**config.mk**
```make
export PLATFORM = sky130hd
export DESIGN_NAME = dmachr_top
export DESIGN_NICKNAME = d
export VERILOG_FILES = /design/src/shared/dmachr_pkg.sv /design/src/rtl/dmachr_top.sv
export SDC_FILE = /design/constraint.sdc
export NUM_CORES = 2
export LEC_CHECK = 0
export ABC_AREA = 0
export BUFFER_PORTS_ARGS = -buffer_cell sky130_fd_sc_hd__buf_2
export CORE_AREA = 2 2 251 228
export DETAILED_ROUTE_END_ITERATION = 7
export DIE_AREA = 0 0 253 230
export PLACE_DENSITY = 0.86
export SLEW_MARGIN = 20
export SYNTH_ARGS = -nofsm -noshare
export SYNTH_HDL_FRONTEND = slang
export SYNTH_SLANG_ARGS = --single-unit
```
**constraint.sdc**
```tcl
create_clock -name mclk_i -period 3.4 [get_ports mclk_i]
set_clock_uncertainty 0.05 [all_clocks]
set_input_delay 0.68 -clock mclk_i [delete_from_list [all_inputs] [get_ports mclk_i]]
set_output_delay 0.68 -clock mclk_i [all_outputs]
set_load 0.005 [all_outputs]
```
**src/shared/dmachr_pkg.sv**
```systemverilog
// Shared constants for the three-channel transfer register block
package dmachr_pkg;
  localparam int NUM_CH = 3;
  // Per-channel register window: base = ch * CH_STRIDE
  localparam logic [7:0] CH_STRIDE = 8'h20;
  localparam logic [7:0] OFF_CTL = 8'h00;
  localparam logic [7:0] OFF_SA_LO = 8'h04;
  localparam logic [7:0] OFF_SA_HI = 8'h08;
  localparam logic [7:0] OFF_DA_LO = 8'h0c;
  localparam logic [7:0] OFF_DA_HI = 8'h10;
  localparam logic [7:0] OFF_SZ = 8'h14;
  localparam logic [7:0] OFF_WSA = 8'h18;
  localparam logic [7:0] OFF_WDA = 8'h1c;
  localparam logic [7:0] OFF_IV = 8'h60;
  localparam logic [7:0] OFF_WSZ = 8'h64;
  // Control field positions
  localparam int B_MODE_LO = 12;
  localparam int B_DSTEP_LO = 10;
  localparam int B_SSTEP_LO = 8;
  localparam int B_DBYTE = 7;
  localparam int B_SBYTE = 6;
  localparam int B_LEVEL = 5;
  localparam int B_EN = 4;
  localparam int B_IFG = 3;
  localparam int B_IE = 2;
  localparam int B_ABORT = 1;
  localparam int B_START = 0;
  localparam logic [15:0] CTL_RESET = 16'h0000;
  localparam logic [15:0] CTL_WMASK = 16'h7fff;
  localparam logic [3:0] UPPER_MASK = 4'hf;
  localparam logic [1:0] RESP_OKAY = 2'b00;
  localparam logic [1:0] RESP_SLVERR = 2'b10;
  typedef enum logic [1:0] {
    DMACHR_STEP_HOLD0 = 2'b00,
    DMACHR_STEP_HOLD1 = 2'b01,
    DMACHR_STEP_DEC = 2'b10,
    DMACHR_STEP_INC = 2'b11
  } dmachr_step_t;
  typedef enum logic [1:0] {
    DMACHR_MODE_SINGLE = 2'b00,
    DMACHR_MODE_BLOCK = 2'b01,
    DMACHR_MODE_BURST = 2'b10
  } dmachr_mode_t;
endpackage

```
**src/rtl/dmachr_top.sv**
```systemverilog
// Three-channel transfer control registers with address stepping
`timescale 1ns/1ps
`default_nettype none
module dmachr_top (
  input wire logic mclk_i,
  input wire logic resetn_i,
  input wire logic [31:0] s_axi_awaddr,
  input wire logic s_axi_awvalid,
  output logic s_axi_awready,
  input wire logic [31:0] s_axi_wdata,
  input wire logic [3:0] s_axi_wstrb,
  input wire logic s_axi_wvalid,
  output logic s_axi_wready,
  output logic [1:0] s_axi_bresp,
  output logic s_axi_bvalid,
  input wire logic s_axi_bready,
  input wire logic [31:0] s_axi_araddr,
  input wire logic s_axi_arvalid,
  output logic s_axi_arready,
  output logic [31:0] s_axi_rdata,
  output logic [1:0] s_axi_rresp,
  output logic s_axi_rvalid,
  input wire logic s_axi_rready,
  input wire logic [2:0] trigger_i,
  input wire logic nmi_i,
  input wire logic xfer_done_i,
  output logic [2:0] xfer_req_o,
  output logic [19:0] xfer_src_o,
  output logic [19:0] xfer_dst_o,
  output logic xfer_src_byte_o,
  output logic xfer_dst_byte_o,
  output logic [1:0] xfer_ch_o,
  output logic [2:0] irq_o
);
  logic [15:0] ctl [3];
  logic [19:0] sa [3];
  logic [19:0] da [3];
  logic [19:0] wsa [3];
  logic [19:0] wda [3];
  logic [15:0] sz [3];
  logic [15:0] wsz [3];
  logic [2:0] busy;
  logic [2:0] trig_s1, trig_s2, trig_d;
  logic nmi_s1, nmi_s2;
  logic [2:0] pend;
  logic [31:0] awaddr_q, wdata_q;
  logic [3:0] wstrb_q;
  logic aw_have, w_have;
  logic do_write;
  logic [1:0] wch, cur;
  logic [7:0] woff;
  logic wvalid_ch;
  logic [15:0] iv_val;
  logic [2:0] rch;
  logic [7:0] roff;

  // Step amount per element width and step code
  function automatic logic [19:0] step_addr(input logic [19:0] a, input logic [1:0] code,
                                            input logic is_byte);
    logic [19:0] d;
    d = is_byte ? 20'h00001 : 20'h00002;
    unique case (dmachr_pkg::dmachr_step_t'(code))
      dmachr_pkg::DMACHR_STEP_DEC: step_addr = a - d;
      dmachr_pkg::DMACHR_STEP_INC: step_addr = a + d;
      dmachr_pkg::DMACHR_STEP_HOLD0, dmachr_pkg::DMACHR_STEP_HOLD1: step_addr = a;
    endcase
  endfunction

  // Split address into channel index and offset within channel window
  function automatic logic [2:0] dec_addr(input logic [31:0] a, output logic [7:0] off);
    logic [7:0] lo;
    lo = a[7:0];
    off = lo & (dmachr_pkg::CH_STRIDE - 8'h01);
    dec_addr = (a[31:7] != 25'h0) ? 3'd3 : {1'b0, lo[6:5]};
  endfunction

  // Repeated modes keep the channel enabled
  function automatic logic mode_repeat(input logic [15:0] c);
    mode_repeat = c[dmachr_pkg::B_MODE_LO + 2];
  endfunction

  function automatic logic [1:0] mode_kind(input logic [15:0] c);
    mode_kind = c[dmachr_pkg::B_MODE_LO + 1] ? 2'b10 : {1'b0, c[dmachr_pkg::B_MODE_LO]};
  endfunction

  // Pin sync: trigger and NMI come from other logic domains
  always_ff @(posedge mclk_i or negedge resetn_i) begin
    if (!resetn_i) begin
      trig_s1 <= 3'h0;
      trig_s2 <= 3'h0;
      trig_d <= 3'h0;
      nmi_s1 <= 1'b0;
      nmi_s2 <= 1'b0;
    end else begin
      trig_s1 <= trigger_i;
      trig_s2 <= trig_s1;
      trig_d <= trig_s2;
      nmi_s1 <= nmi_i;
      nmi_s2 <= nmi_s1;
    end
  end

  // Write channel capture: address and data arrive in any order
  always_ff @(posedge mclk_i or negedge resetn_i) begin
    if (!resetn_i) begin
      aw_have <= 1'b0;
      w_have <= 1'b0;
      awaddr_q <= 32'h0;
      wdata_q <= 32'h0;
      wstrb_q <= 4'h0;
    end else begin
      if (s_axi_awvalid && s_axi_awready) begin
        aw_have <= 1'b1;
        awaddr_q <= s_axi_awaddr;
      end else if (do_write) begin
        aw_have <= 1'b0;
      end
      if (s_axi_wvalid && s_axi_wready) begin
        w_have <= 1'b1;
        wdata_q <= s_axi_wdata;
        wstrb_q <= s_axi_wstrb;
      end else if (do_write) begin
        w_have <= 1'b0;
      end
    end
  end

  assign do_write = aw_have && w_have && !s_axi_bvalid;
  always_comb begin
    logic [2:0] c;
    c = dec_addr(awaddr_q, woff);
    wch = c[1:0];
    wvalid_ch = (c < 3'd3) && (woff <= dmachr_pkg::OFF_SZ) && (woff[1:0] == 2'b00);
  end

  always_ff @(posedge mclk_i or negedge resetn_i) begin
    if (!resetn_i) begin
      s_axi_awready <= 1'b0;
      s_axi_wready <= 1'b0;
      s_axi_bvalid <= 1'b0;
      s_axi_bresp <= dmachr_pkg::RESP_OKAY;
    end else begin
      s_axi_awready <= !aw_have && !(s_axi_awvalid && s_axi_awready) && !s_axi_bvalid;
      s_axi_wready <= !w_have && !(s_axi_wvalid && s_axi_wready) && !s_axi_bvalid;
      if (do_write) begin
        s_axi_bvalid <= 1'b1;
        s_axi_bresp <= wvalid_ch ? dmachr_pkg::RESP_OKAY : dmachr_pkg::RESP_SLVERR;
      end else if (s_axi_bready) begin
        s_axi_bvalid <= 1'b0;
      end
    end
  end

  // Pending flags ranked for the vector, channel 0 highest
  always_comb begin
    for (int i = 0; i < 3; i++) begin
      pend[i] = ctl[i][dmachr_pkg::B_IFG];
    end
    if (pend[0]) iv_val = 16'h0002;
    else if (pend[1]) iv_val = 16'h0004;
    else if (pend[2]) iv_val = 16'h0006;
    else iv_val = 16'h0000;
  end

  // Channel state: registers, working copies, counters
  for (genvar g = 0; g < 3; g++) begin : g_ch
    logic trig_hit;
    logic go;
    logic done;
    logic wr_ctl, wr_salo, wr_sahi, wr_dalo, wr_dahi, wr_sz;
    assign wr_ctl = do_write && wvalid_ch && wch == g && woff == dmachr_pkg::OFF_CTL;
    assign wr_salo = do_write && wvalid_ch && wch == g && woff == dmachr_pkg::OFF_SA_LO;
    assign wr_sahi = do_write && wvalid_ch && wch == g && woff == dmachr_pkg::OFF_SA_HI;
    assign wr_dalo = do_write && wvalid_ch && wch == g && woff == dmachr_pkg::OFF_DA_LO;
    assign wr_dahi = do_write && wvalid_ch && wch == g && woff == dmachr_pkg::OFF_DA_HI;
    assign wr_sz = do_write && wvalid_ch && wch == g && woff == dmachr_pkg::OFF_SZ;
    // Level sensing holds request while high, edge only on rise
    assign trig_hit = ctl[g][dmachr_pkg::B_LEVEL] ? trig_s2[g] : (trig_s2[g] && !trig_d[g]);
    // Enabled and nonzero size required; size zero means off
    assign go = ctl[g][dmachr_pkg::B_EN] && (sz[g] != 16'h0) && !busy[g] &&
                (trig_hit || ctl[g][dmachr_pkg::B_START]);
    assign done = busy[g] && xfer_done_i && cur == g;

    always_ff @(posedge mclk_i or negedge resetn_i) begin
      if (!resetn_i) begin
        ctl[g] <= dmachr_pkg::CTL_RESET;
        busy[g] <= 1'b0;
      end else begin
        if (wr_ctl) begin
          ctl[g] <= wdata_q[15:0] & dmachr_pkg::CTL_WMASK;
        end else begin
          ctl[g][dmachr_pkg::B_START] <= 1'b0;
        end
        if (go) busy[g] <= 1'b1;
        else if (done && (mode_kind(ctl[g]) == 2'b00 || wsz[g] == 16'h0001)) busy[g] <= 1'b0;
        if (busy[g] && nmi_s2) begin
          busy[g] <= 1'b0;
          ctl[g][dmachr_pkg::B_EN] <= 1'b0;
          ctl[g][dmachr_pkg::B_ABORT] <= 1'b1;
        end else if (done && wsz[g] == 16'h0001) begin
          // Block end: flag wins over a same-cycle clear
          ctl[g][dmachr_pkg::B_IFG] <= 1'b1;
          if (!mode_repeat(ctl[g])) ctl[g][dmachr_pkg::B_EN] <= 1'b0;
        end
      end
    end

    // Software copies stay fixed; only working copies step
    always_ff @(posedge mclk_i or negedge resetn_i) begin
      if (!resetn_i) begin
        sa[g] <= 20'h0;
        da[g] <= 20'h0;
        sz[g] <= 16'h0;
      end else begin
        if (wr_salo) sa[g] <= {4'h0, wdata_q[15:0]};
        else if (wr_sahi) sa[g][19:16] <= wdata_q[3:0] & dmachr_pkg::UPPER_MASK;
        if (wr_dalo) da[g] <= {4'h0, wdata_q[15:0]};
        else if (wr_dahi) da[g][19:16] <= wdata_q[3:0] & dmachr_pkg::UPPER_MASK;
        if (wr_sz) sz[g] <= wdata_q[15:0];
      end
    end

    always_ff @(posedge mclk_i or negedge resetn_i) begin
      if (!resetn_i) begin
        wsa[g] <= 20'h0;
        wda[g] <= 20'h0;
        wsz[g] <= 16'h0;
      end else begin
        if (wr_salo || wr_sahi || wr_ctl) wsa[g] <= wr_salo ? {4'h0, wdata_q[15:0]} : sa[g];
        else if (done) begin
          // Block and burst reload working source at block end
          if (mode_kind(ctl[g]) != 2'b00 && wsz[g] == 16'h0001) wsa[g] <= sa[g];
          else wsa[g] <= step_addr(wsa[g], ctl[g][9:8], ctl[g][dmachr_pkg::B_SBYTE]);
        end
        if (wr_dalo || wr_dahi || wr_ctl) wda[g] <= wr_dalo ? {4'h0, wdata_q[15:0]} : da[g];
        else if (done) begin
          if (mode_kind(ctl[g]) != 2'b00 && wsz[g] == 16'h0001) wda[g] <= da[g];
          else wda[g] <= step_addr(wda[g], ctl[g][11:10], ctl[g][dmachr_pkg::B_DBYTE]);
        end
        if (wr_sz) wsz[g] <= wdata_q[15:0];
        else if (done) wsz[g] <= (wsz[g] == 16'h0001) ? sz[g] : wsz[g] - 16'h0001;
      end
    end

    always_ff @(posedge mclk_i or negedge resetn_i) begin
      if (!resetn_i) irq_o[g] <= 1'b0;
      else irq_o[g] <= ctl[g][dmachr_pkg::B_IFG] && ctl[g][dmachr_pkg::B_IE];
    end

    AST_IRQ_GATE: assert property (@(posedge mclk_i) disable iff (!resetn_i)
      irq_o[g] |-> $past(ctl[g][dmachr_pkg::B_IFG] && ctl[g][dmachr_pkg::B_IE]))
      else $error("irq without flag and enable");
    AST_START_CLEARS: assert property (@(posedge mclk_i) disable iff (!resetn_i)
      ctl[g][dmachr_pkg::B_START] && !wr_ctl |=> !ctl[g][dmachr_pkg::B_START])
      else $error("start bit did not self clear");
    AST_SZ_ZERO_IDLE: assert property (@(posedge mclk_i) disable iff (!resetn_i)
      sz[g] == 16'h0 |-> !go)
      else $error("zero size started a transfer");
    AST_DISABLED_IDLE: assert property (@(posedge mclk_i) disable iff (!resetn_i)
      !ctl[g][dmachr_pkg::B_EN] |-> !go)
      else $error("disabled channel started");
    AST_SA_FIXED: assert property (@(posedge mclk_i) disable iff (!resetn_i)
      done && !wr_salo && !wr_sahi |=> $stable(sa[g]))
      else $error("source register moved");
    AST_DA_FIXED: assert property (@(posedge mclk_i) disable iff (!resetn_i)
      done && !wr_dalo && !wr_dahi |=> $stable(da[g]))
      else $error("destination register moved");
    AST_SRC_INC: assert property (@(posedge mclk_i) disable iff (!resetn_i)
      done && !wr_ctl && !wr_salo && !wr_sahi && wsz[g] != 16'h0001 &&
      ctl[g][9:8] == 2'b11 && !ctl[g][dmachr_pkg::B_SBYTE]
      |=> wsa[g] == $past(wsa[g]) + 20'h00002)
      else $error("word source not stepped by two");
    AST_DST_DEC: assert property (@(posedge mclk_i) disable iff (!resetn_i)
      done && !wr_ctl && !wr_dalo && !wr_dahi && wsz[g] != 16'h0001 &&
      ctl[g][11:10] == 2'b10 && ctl[g][dmachr_pkg::B_DBYTE]
      |=> wda[g] == $past(wda[g]) - 20'h00001)
      else $error("byte destination not stepped down by one");
    AST_SZ_RELOAD: assert property (@(posedge mclk_i) disable iff (!resetn_i)
      done && !wr_sz && wsz[g] == 16'h0001 |=> wsz[g] == sz[g])
      else $error("size not reloaded");
    AST_ABORT_SET: assert property (@(posedge mclk_i) disable iff (!resetn_i)
      busy[g] && nmi_s2 |=> ctl[g][dmachr_pkg::B_ABORT] && !busy[g])
      else $error("abort not flagged");
  end

  // One transfer at a time, lowest channel first
  always_ff @(posedge mclk_i or negedge resetn_i) begin
    if (!resetn_i) begin
      cur <= 2'd0;
      xfer_req_o <= 3'h0;
      xfer_src_o <= 20'h0;
      xfer_dst_o <= 20'h0;
      xfer_src_byte_o <= 1'b0;
      xfer_dst_byte_o <= 1'b0;
      xfer_ch_o <= 2'd0;
    end else begin
      xfer_req_o <= busy & ~(xfer_done_i ? (3'b001 << cur) : 3'b000);
      if (busy[0]) cur <= 2'd0;
      else if (busy[1]) cur <= 2'd1;
      else cur <= 2'd2;
      xfer_ch_o <= cur;
      xfer_src_o <= wsa[cur];
      xfer_dst_o <= wda[cur];
      xfer_src_byte_o <= ctl[cur][dmachr_pkg::B_SBYTE];
      xfer_dst_byte_o <= ctl[cur][dmachr_pkg::B_DBYTE];
    end
  end

  // Read channel; upper words expose only bits 3-0
  always_comb rch = dec_addr(s_axi_araddr, roff);
  always_ff @(posedge mclk_i or negedge resetn_i) begin
    if (!resetn_i) begin
      s_axi_arready <= 1'b0;
      s_axi_rvalid <= 1'b0;
      s_axi_rdata <= 32'h0;
      s_axi_rresp <= dmachr_pkg::RESP_OKAY;
    end else begin
      s_axi_arready <= !s_axi_rvalid && !(s_axi_arvalid && s_axi_arready);
      if (s_axi_arvalid && s_axi_arready) begin
        s_axi_rvalid <= 1'b1;
        s_axi_rresp <= dmachr_pkg::RESP_OKAY;
        s_axi_rdata <= 32'h0;
        if (s_axi_araddr[31:0] == {24'h0, dmachr_pkg::OFF_IV}) begin
          s_axi_rdata <= {16'h0, iv_val};
        end else if (rch == 3'd3 || roff[1:0] != 2'b00) begin
          s_axi_rresp <= dmachr_pkg::RESP_SLVERR;
        end else begin
          unique case (roff)
            dmachr_pkg::OFF_CTL: s_axi_rdata <= {16'h0, ctl[rch[1:0]]};
            dmachr_pkg::OFF_SA_LO: s_axi_rdata <= {16'h0, sa[rch[1:0]][15:0]};
            dmachr_pkg::OFF_SA_HI: s_axi_rdata <= {28'h0, sa[rch[1:0]][19:16]};
            dmachr_pkg::OFF_DA_LO: s_axi_rdata <= {16'h0, da[rch[1:0]][15:0]};
            dmachr_pkg::OFF_DA_HI: s_axi_rdata <= {28'h0, da[rch[1:0]][19:16]};
            dmachr_pkg::OFF_SZ: s_axi_rdata <= {16'h0, wsz[rch[1:0]]};
            dmachr_pkg::OFF_WSA: s_axi_rdata <= {12'h0, wsa[rch[1:0]]};
            dmachr_pkg::OFF_WDA: s_axi_rdata <= {12'h0, wda[rch[1:0]]};
            default: s_axi_rresp <= dmachr_pkg::RESP_SLVERR;
          endcase
        end
      end else if (s_axi_rready) begin
        s_axi_rvalid <= 1'b0;
      end
    end
  end
endmodule
`default_nettype wire

```
Word-level counts from Yosys, hierarchy flattened
Cells that the tools add are included.
W data, S select, Z words.
Storage, ports and cells
  bits in writable memories: 0
  ROM bits: 0
  memories: 0
  bits in latches: 0
  register bits: 538
Operators by class
  bitwise gates (word level): 4
  shift-type cells: 1
  multiplexer cells: 142
  multipliers: 0
  order comparisons: 4
  equality and inequality tests: 45
  div/mod/pow operators: 0
  reduce and logical (&&, ||, !) cells: 160
  add/subtract/negate cells: 15
Operators with widths (number)
  $mux W20: 38
  $bmux W20 S2: 6
  $pmux W20 S2: 6
  $mux W16: 13
  $pmux W20 S8: 1
  $add A20 B2 Y20: 6
  $sub A20 B2 Y20: 6
  $bmux W16 S2: 3
  $logic_and A1 B1 Y1: 67
  $mux W4: 15
  $reduce_bool A2 Y1: 26
  $reduce_bool A25 Y1: 2
  $eq A16 B1 Y1 const B: 3
  $reduce_bool A16 Y1: 3
  $sub A16 B1 Y16 const B: 3
  $mux W2: 20
  $mux W1: 34
  $eq A32 B7 Y1 const B: 1
  $eq A2 B2 Y1 const B: 15
  $eq A5 B5 Y1 const B: 6
  $logic_not A2 Y1: 12
  $eq A5 B4 Y1 const B: 4
  $logic_or A1 B1 Y1: 19
  $ne A3 B3 Y1 const B: 6
  other kinds (17): 56

Depth between registers and ports, before layout
  depth after elaboration: 12
  mapped depth: 12

Worst setup path after synthesis
Ideal clock, no wire load.
  path kind: register -> register
  start: reg ctl[27] in the netlist's numbering
  end: reg wda[38] in the netlist's numbering
  path buffers: 0
  slack: 0.258 ns
  setup time: 0.083 ns
  data required time: 3.267 ns
  stages on the path, launching flop included: 12
  arrival time: 3.009 ns
  period minus slack after synthesis: 3.142 ns
  cell sequence: dfrtp_1 nand2_1 ha_1 a21o_1 a21o_1 a2111o_1 a31o_2 o2111ai_1 o21ai_0 nand2_1 mux2_2 o21ai_0
On the way
  longest elaborated chain between the ends: 5
RTL lines
  start, declared: line dmachr_top.sv:35  | logic [15:0] ctl [3];
  start signal, assigned by index: line dmachr_top.sv:186  | ctl[g] <= dmachr_pkg::CTL_RESET;
  start signal, assigned by index: line dmachr_top.sv:190  | ctl[g] <= wdata_q[15:0] & dmachr_pkg::CTL_WMASK;
  $eq A2 B2 Y1: line dmachr_top.sv:62  | unique case (dmachr_pkg::dmachr_step_t'(code))
  $pmux W20 S2: line dmachr_top.sv:62
  $mux W20: line dmachr_top.sv:237  | if (mode_kind(ctl[g]) != 2'b00 && wsz[g] == 16'h0001) wda[g] <= da[g];
  $mux W20: line dmachr_top.sv:236  | else if (done) begin
  $mux W20: line dmachr_top.sv:235  | if (wr_dalo || wr_dahi || wr_ctl) wda[g] <= wr_dalo ? {4'h0, wdata_q[15:0]} : da[g];
  end signal, assigned by index: line dmachr_top.sv:235
  end signal, assigned by index: line dmachr_top.sv:237
  end signal, assigned by index: line dmachr_top.sv:238  | else wda[g] <= step_addr(wda[g], ctl[g][11:10], ctl[g][dmachr_pkg::B_DBYTE]);
  end, declared: line dmachr_top.sv:39  | logic [19:0] wda [3];
Several ways; a longest one is shown, not always the timed one. The select of a mux whose other input is x is not followed.
A chain may end at the register's enable or synchronous reset.

Worst setup path after layout
  start: reg ctl[23] in the netlist's numbering
  end: reg wda[38] in the netlist's numbering
On the way
  longest elaborated chain between the ends: 6
RTL lines
  $mux W2 *: line dmachr_top.sv:61  | d = is_byte ? 20'h00001 : 20'h00002;
  $add A20 B2 Y20 / $sub A20 B2 Y20 (equally long branches): line dmachr_top.sv:64, dmachr_top.sv:63
  $pmux W20 S2 *: line dmachr_top.sv:62
  $mux W20 *: line dmachr_top.sv:237
  $mux W20 *: line dmachr_top.sv:236
  $mux W20 *: line dmachr_top.sv:235
Every way passes the cells marked *; elsewhere a longest branch is shown, timed or not. The select of a mux whose other input is x is not followed.

==> impl_metrics.yaml <==
placement:
  hpwl_microns: 85400
  place.gp.congestion: 1.08
  numPortBuffers: 168
  place_inst: 4209
global_routing:
  antenna_found_initial: 18
  track_usage: 0.403
  grt_pass1_wl_microns: 175000
  grt_overflow: 0
  grt_start_max_net_pins: 116
  grt_pass1_vias: 28100
critical_path:
  cp-end-kind: "flop"
  reg2reg_to: "wda[38]"
  r2r_cells: 11
  cp-start-kind: "flop"
  cp.arrival_ns: 3.81
  critPathMaxFanout: 5
  rrSetupSlack_ns: 0.1
  required_ns: 3.90
  r2r_start: "ctl[23]"
  critical_path_class: "flop to flop"
synthesis:
  ys_seq_area_frac: 0.425
  async_flop_share: 1.00
  synthDominantCellAreaShare: 0.425
  synth-simple-area-share: 0.157
  ys.flop_type: "dfrtp_1"
  ys_ff_latch: 524
  synth_mux_area_frac: 0.0929
  synth_compound_area_frac: 0.210
  synth_area_leaders: "dfrtp_1, mux2_2, nand2_1, ha_1, o21ai_0"
  syn_area_per_cell_sq_um: 9.25
  syn_area_sq_um: 30900
  yosysTopAreaCell: "dfrtp_1"
  synth_cells: 3336
  synth_fa_ha_area_frac: 0.0525
  yosysWarnings: 0
  synth_xor_xnor_area_share: 0.0287
  synth.distinct_cells: 87
  synth_top_family_by_area: "compound AO/OA/AOI/OAI gates"
  synth-edff-count: 0
sta:
  drv_slew: 0
  layout_min_cycle_time_ns: 3.30
  tightest_slew_ns: 1.22
  fin_crit_sh: 0.972
  relSlewSlack: 0.184
  timing.fmax_mhz: 303
  setup_violations: 0
  finalHoldViolCount: 0
finish:
  final_util: 0.638
  nets: 3793
  drive_gt1_frac: 0.197
  post_layout_nonfiller_instances: 4324
  area_growth_pct: 14.5
outcome:
  violations: "design-rule violations"
  status: "complete, but fails checks"
floorplan:
  dieArea_sq_um: 58200
  core_area_sq_um: 55400
  rows: 82
  ios: 203
  die_w_microns: 253
  start_util: 0.557
  die_h_microns: 230
hold_path:
  hold_class: "input port to flop"
  holdPathEnd: "trig_s1[1]"
  worstHoldPathCells: 1
  hold_start: "trigger_i[1]"
flow_run:
  max-cap-violations: 0
clock_network:
  numClockSinks: 524
  cts_tree: "yes"
  cts_buffers: 56
  clkTransAtPathRegs_ns: 0.06
  cts_max_path_buffers: 3
  clk_latency_ns: 0.65
  root_buffer: "clkbuf_16"
  cts_htree_levels: 2
detailed_routing:
  drtIter0Drc: 3964
  detail-route-antenna-nets: 0
  vias_per_cell: 6.85
  via_count: 29600
  drt-pass1-iter-count: 8
  routedWlPerCell_microns: 27.4
  drt_wl_total_microns: 118000
  drc_errors: 8
power_and_ir_drop:
  powerDensity_nw_per_um2: 499
  vdd_ir_drop_max_mv: 0.484
  p_clk_frac: 0.364
  power.leakage_nw: 16.5
  intPower_mw: 11.7
  p_switching_mw: 5.98
  p_seq_frac: 0.459
  switching_share: 0.339
  comb_power_share: 0.177
-- synthesized netlist by cell type (35+ instances only) --
cell type,count
dfrtp_1,524
mux2_2,195
o22ai_1,35
a31oi_1,49
nor2_1,197
clkbuf_1,134
nand2_1,512
xnor2_1,57
mux2i_1,66
a211oi_1,40
a22oi_1,121
nand3_1,68
a21oi_1,237
buf_2,35
inv_1,53
a21o_1,48
nor3_1,47
xor2_1,44
ha_1,120
o21ai_0,275
-- cells by family (layout without fill, tap and decap cells) --
logic type	Yosys count	in the layout
flops	524	524
fa+ha+maj	126	126
compound gates	1021	1021
simple gates	1050	1050
mux	262	262
xor+xnor	101	101
buf+inv	251	502
other cells	1	24
-- sequential cells by signal, summed over array words and instances (netlist names), 32 cells and up --
signal	count
ctl	45
awaddr_q	32
wsz	48
wsa	60
da	60
sz	48
wda	60
sa	60
-- critical path, cell delays in order (launching register included) --
cell,delay [ns]
dfrtp_1,0.43
ha_1,0.26
fa_1,0.42
a21o_1,0.18
a21o_1,0.21
a2111o_1,0.48
a31o_2,0.27
o2111ai_2,0.22
o21ai_0,0.12
nand2_1,0.08
mux2_2,0.33
o21ai_1,0.15
-- area by class of cell --
type                       instances  area (sq um)
sequential                       524         13100
timing repair buffer             346          2310
antenna                           10          25.0
tap                              714           893
fill                            4408         20000
inverter                          53           199
clock inverter                    26           323
multi-input combinational       2574         16900
clock buffer                      77          1590
-- power groups by stage --
stage	Clock (mW)	Sequential [mW]	Combinational, mW
after detailed placement	0	8.07	2.96
after CTS	6.44	7.96	2.99
after global placement	0	8.04	2.90
after floorplan	0	7.18	1.91
final	6.43	8.10	3.13
after global routing	6.70	8.07	3.31
-- per-stage QoR --
stage | cell area (sq um) | TNS (ns) | hold slack, ns | total power, mW | worst slack (ns)
6_report | 35400 | 0 | 0.0924 | 17.7 | 0.0962
5_1_grt | 35300 | -0.00731 | 0.0874 | 18.1 | -0.00731
4_1_cts | 35200 | 0 | 0.0841 | 17.4 | 0.0379
3_5_place_dp | 33300 | 0 | 0.288 | 11.0 | 0.0274
3_3_place_gp | 33300 | 0 | 0.283 | 10.9 | 0.151
2_1_floorplan | 30900 | 0 | 0.281 | 9.10 | 0.258
-- how the worst max path moves through the flow --
stage	slack (ns)	startpoint	cells past startpoint	end
after global routing	-0.007	ctl[39]	11	wda[58]
after floorplan	0.26	ctl[27]	11	wda[38]
after global placement	0.15	ctl[39]	11	wda[58]
final	0.1	ctl[23]	11	wda[38]
after CTS	0.04	ctl[23]	11	wda[38]
after detailed placement	0.03	ctl[39]	11	wda[58]
-- routing by layer --
metal	global-route usage	routed length, microns	vias up
met5	0.00672	110	-
met4	0.247	8980	16
met3	0.162	17700	552
met2	0.566	47900	2261
met1	0.517	43700	14100
li1	-	-	12700
-- layout by cell type, fill, tap and decap left out, types with 37 or more instances in the layout --
master and instances:
a211oi_1 37, a21o_1 48, a21oi_1 236, a22oi_1 121
a31oi_1 47, buf_2 167, buf_4 167, clkbuf_16 56
dfrtp_1 521, ha_1 120, inv_1 53, mux2_2 195
mux2i_1 66, nand2_1 511, nand3_1 68, nor2_1 193
nor3_1 44, o21ai_0 273, xnor2_1 57, xor2_1 44
-- repair_timing --
item                                   CTS  global route
setup endpoints to repair                1            10
endpoints found under the hold margin   30             0
setup buffers                            0             1
hold buffers                             1             0
pin swaps                                0             2
resized for setup                        1            16
Note: power is estimated with default switching activity, not from simulation.
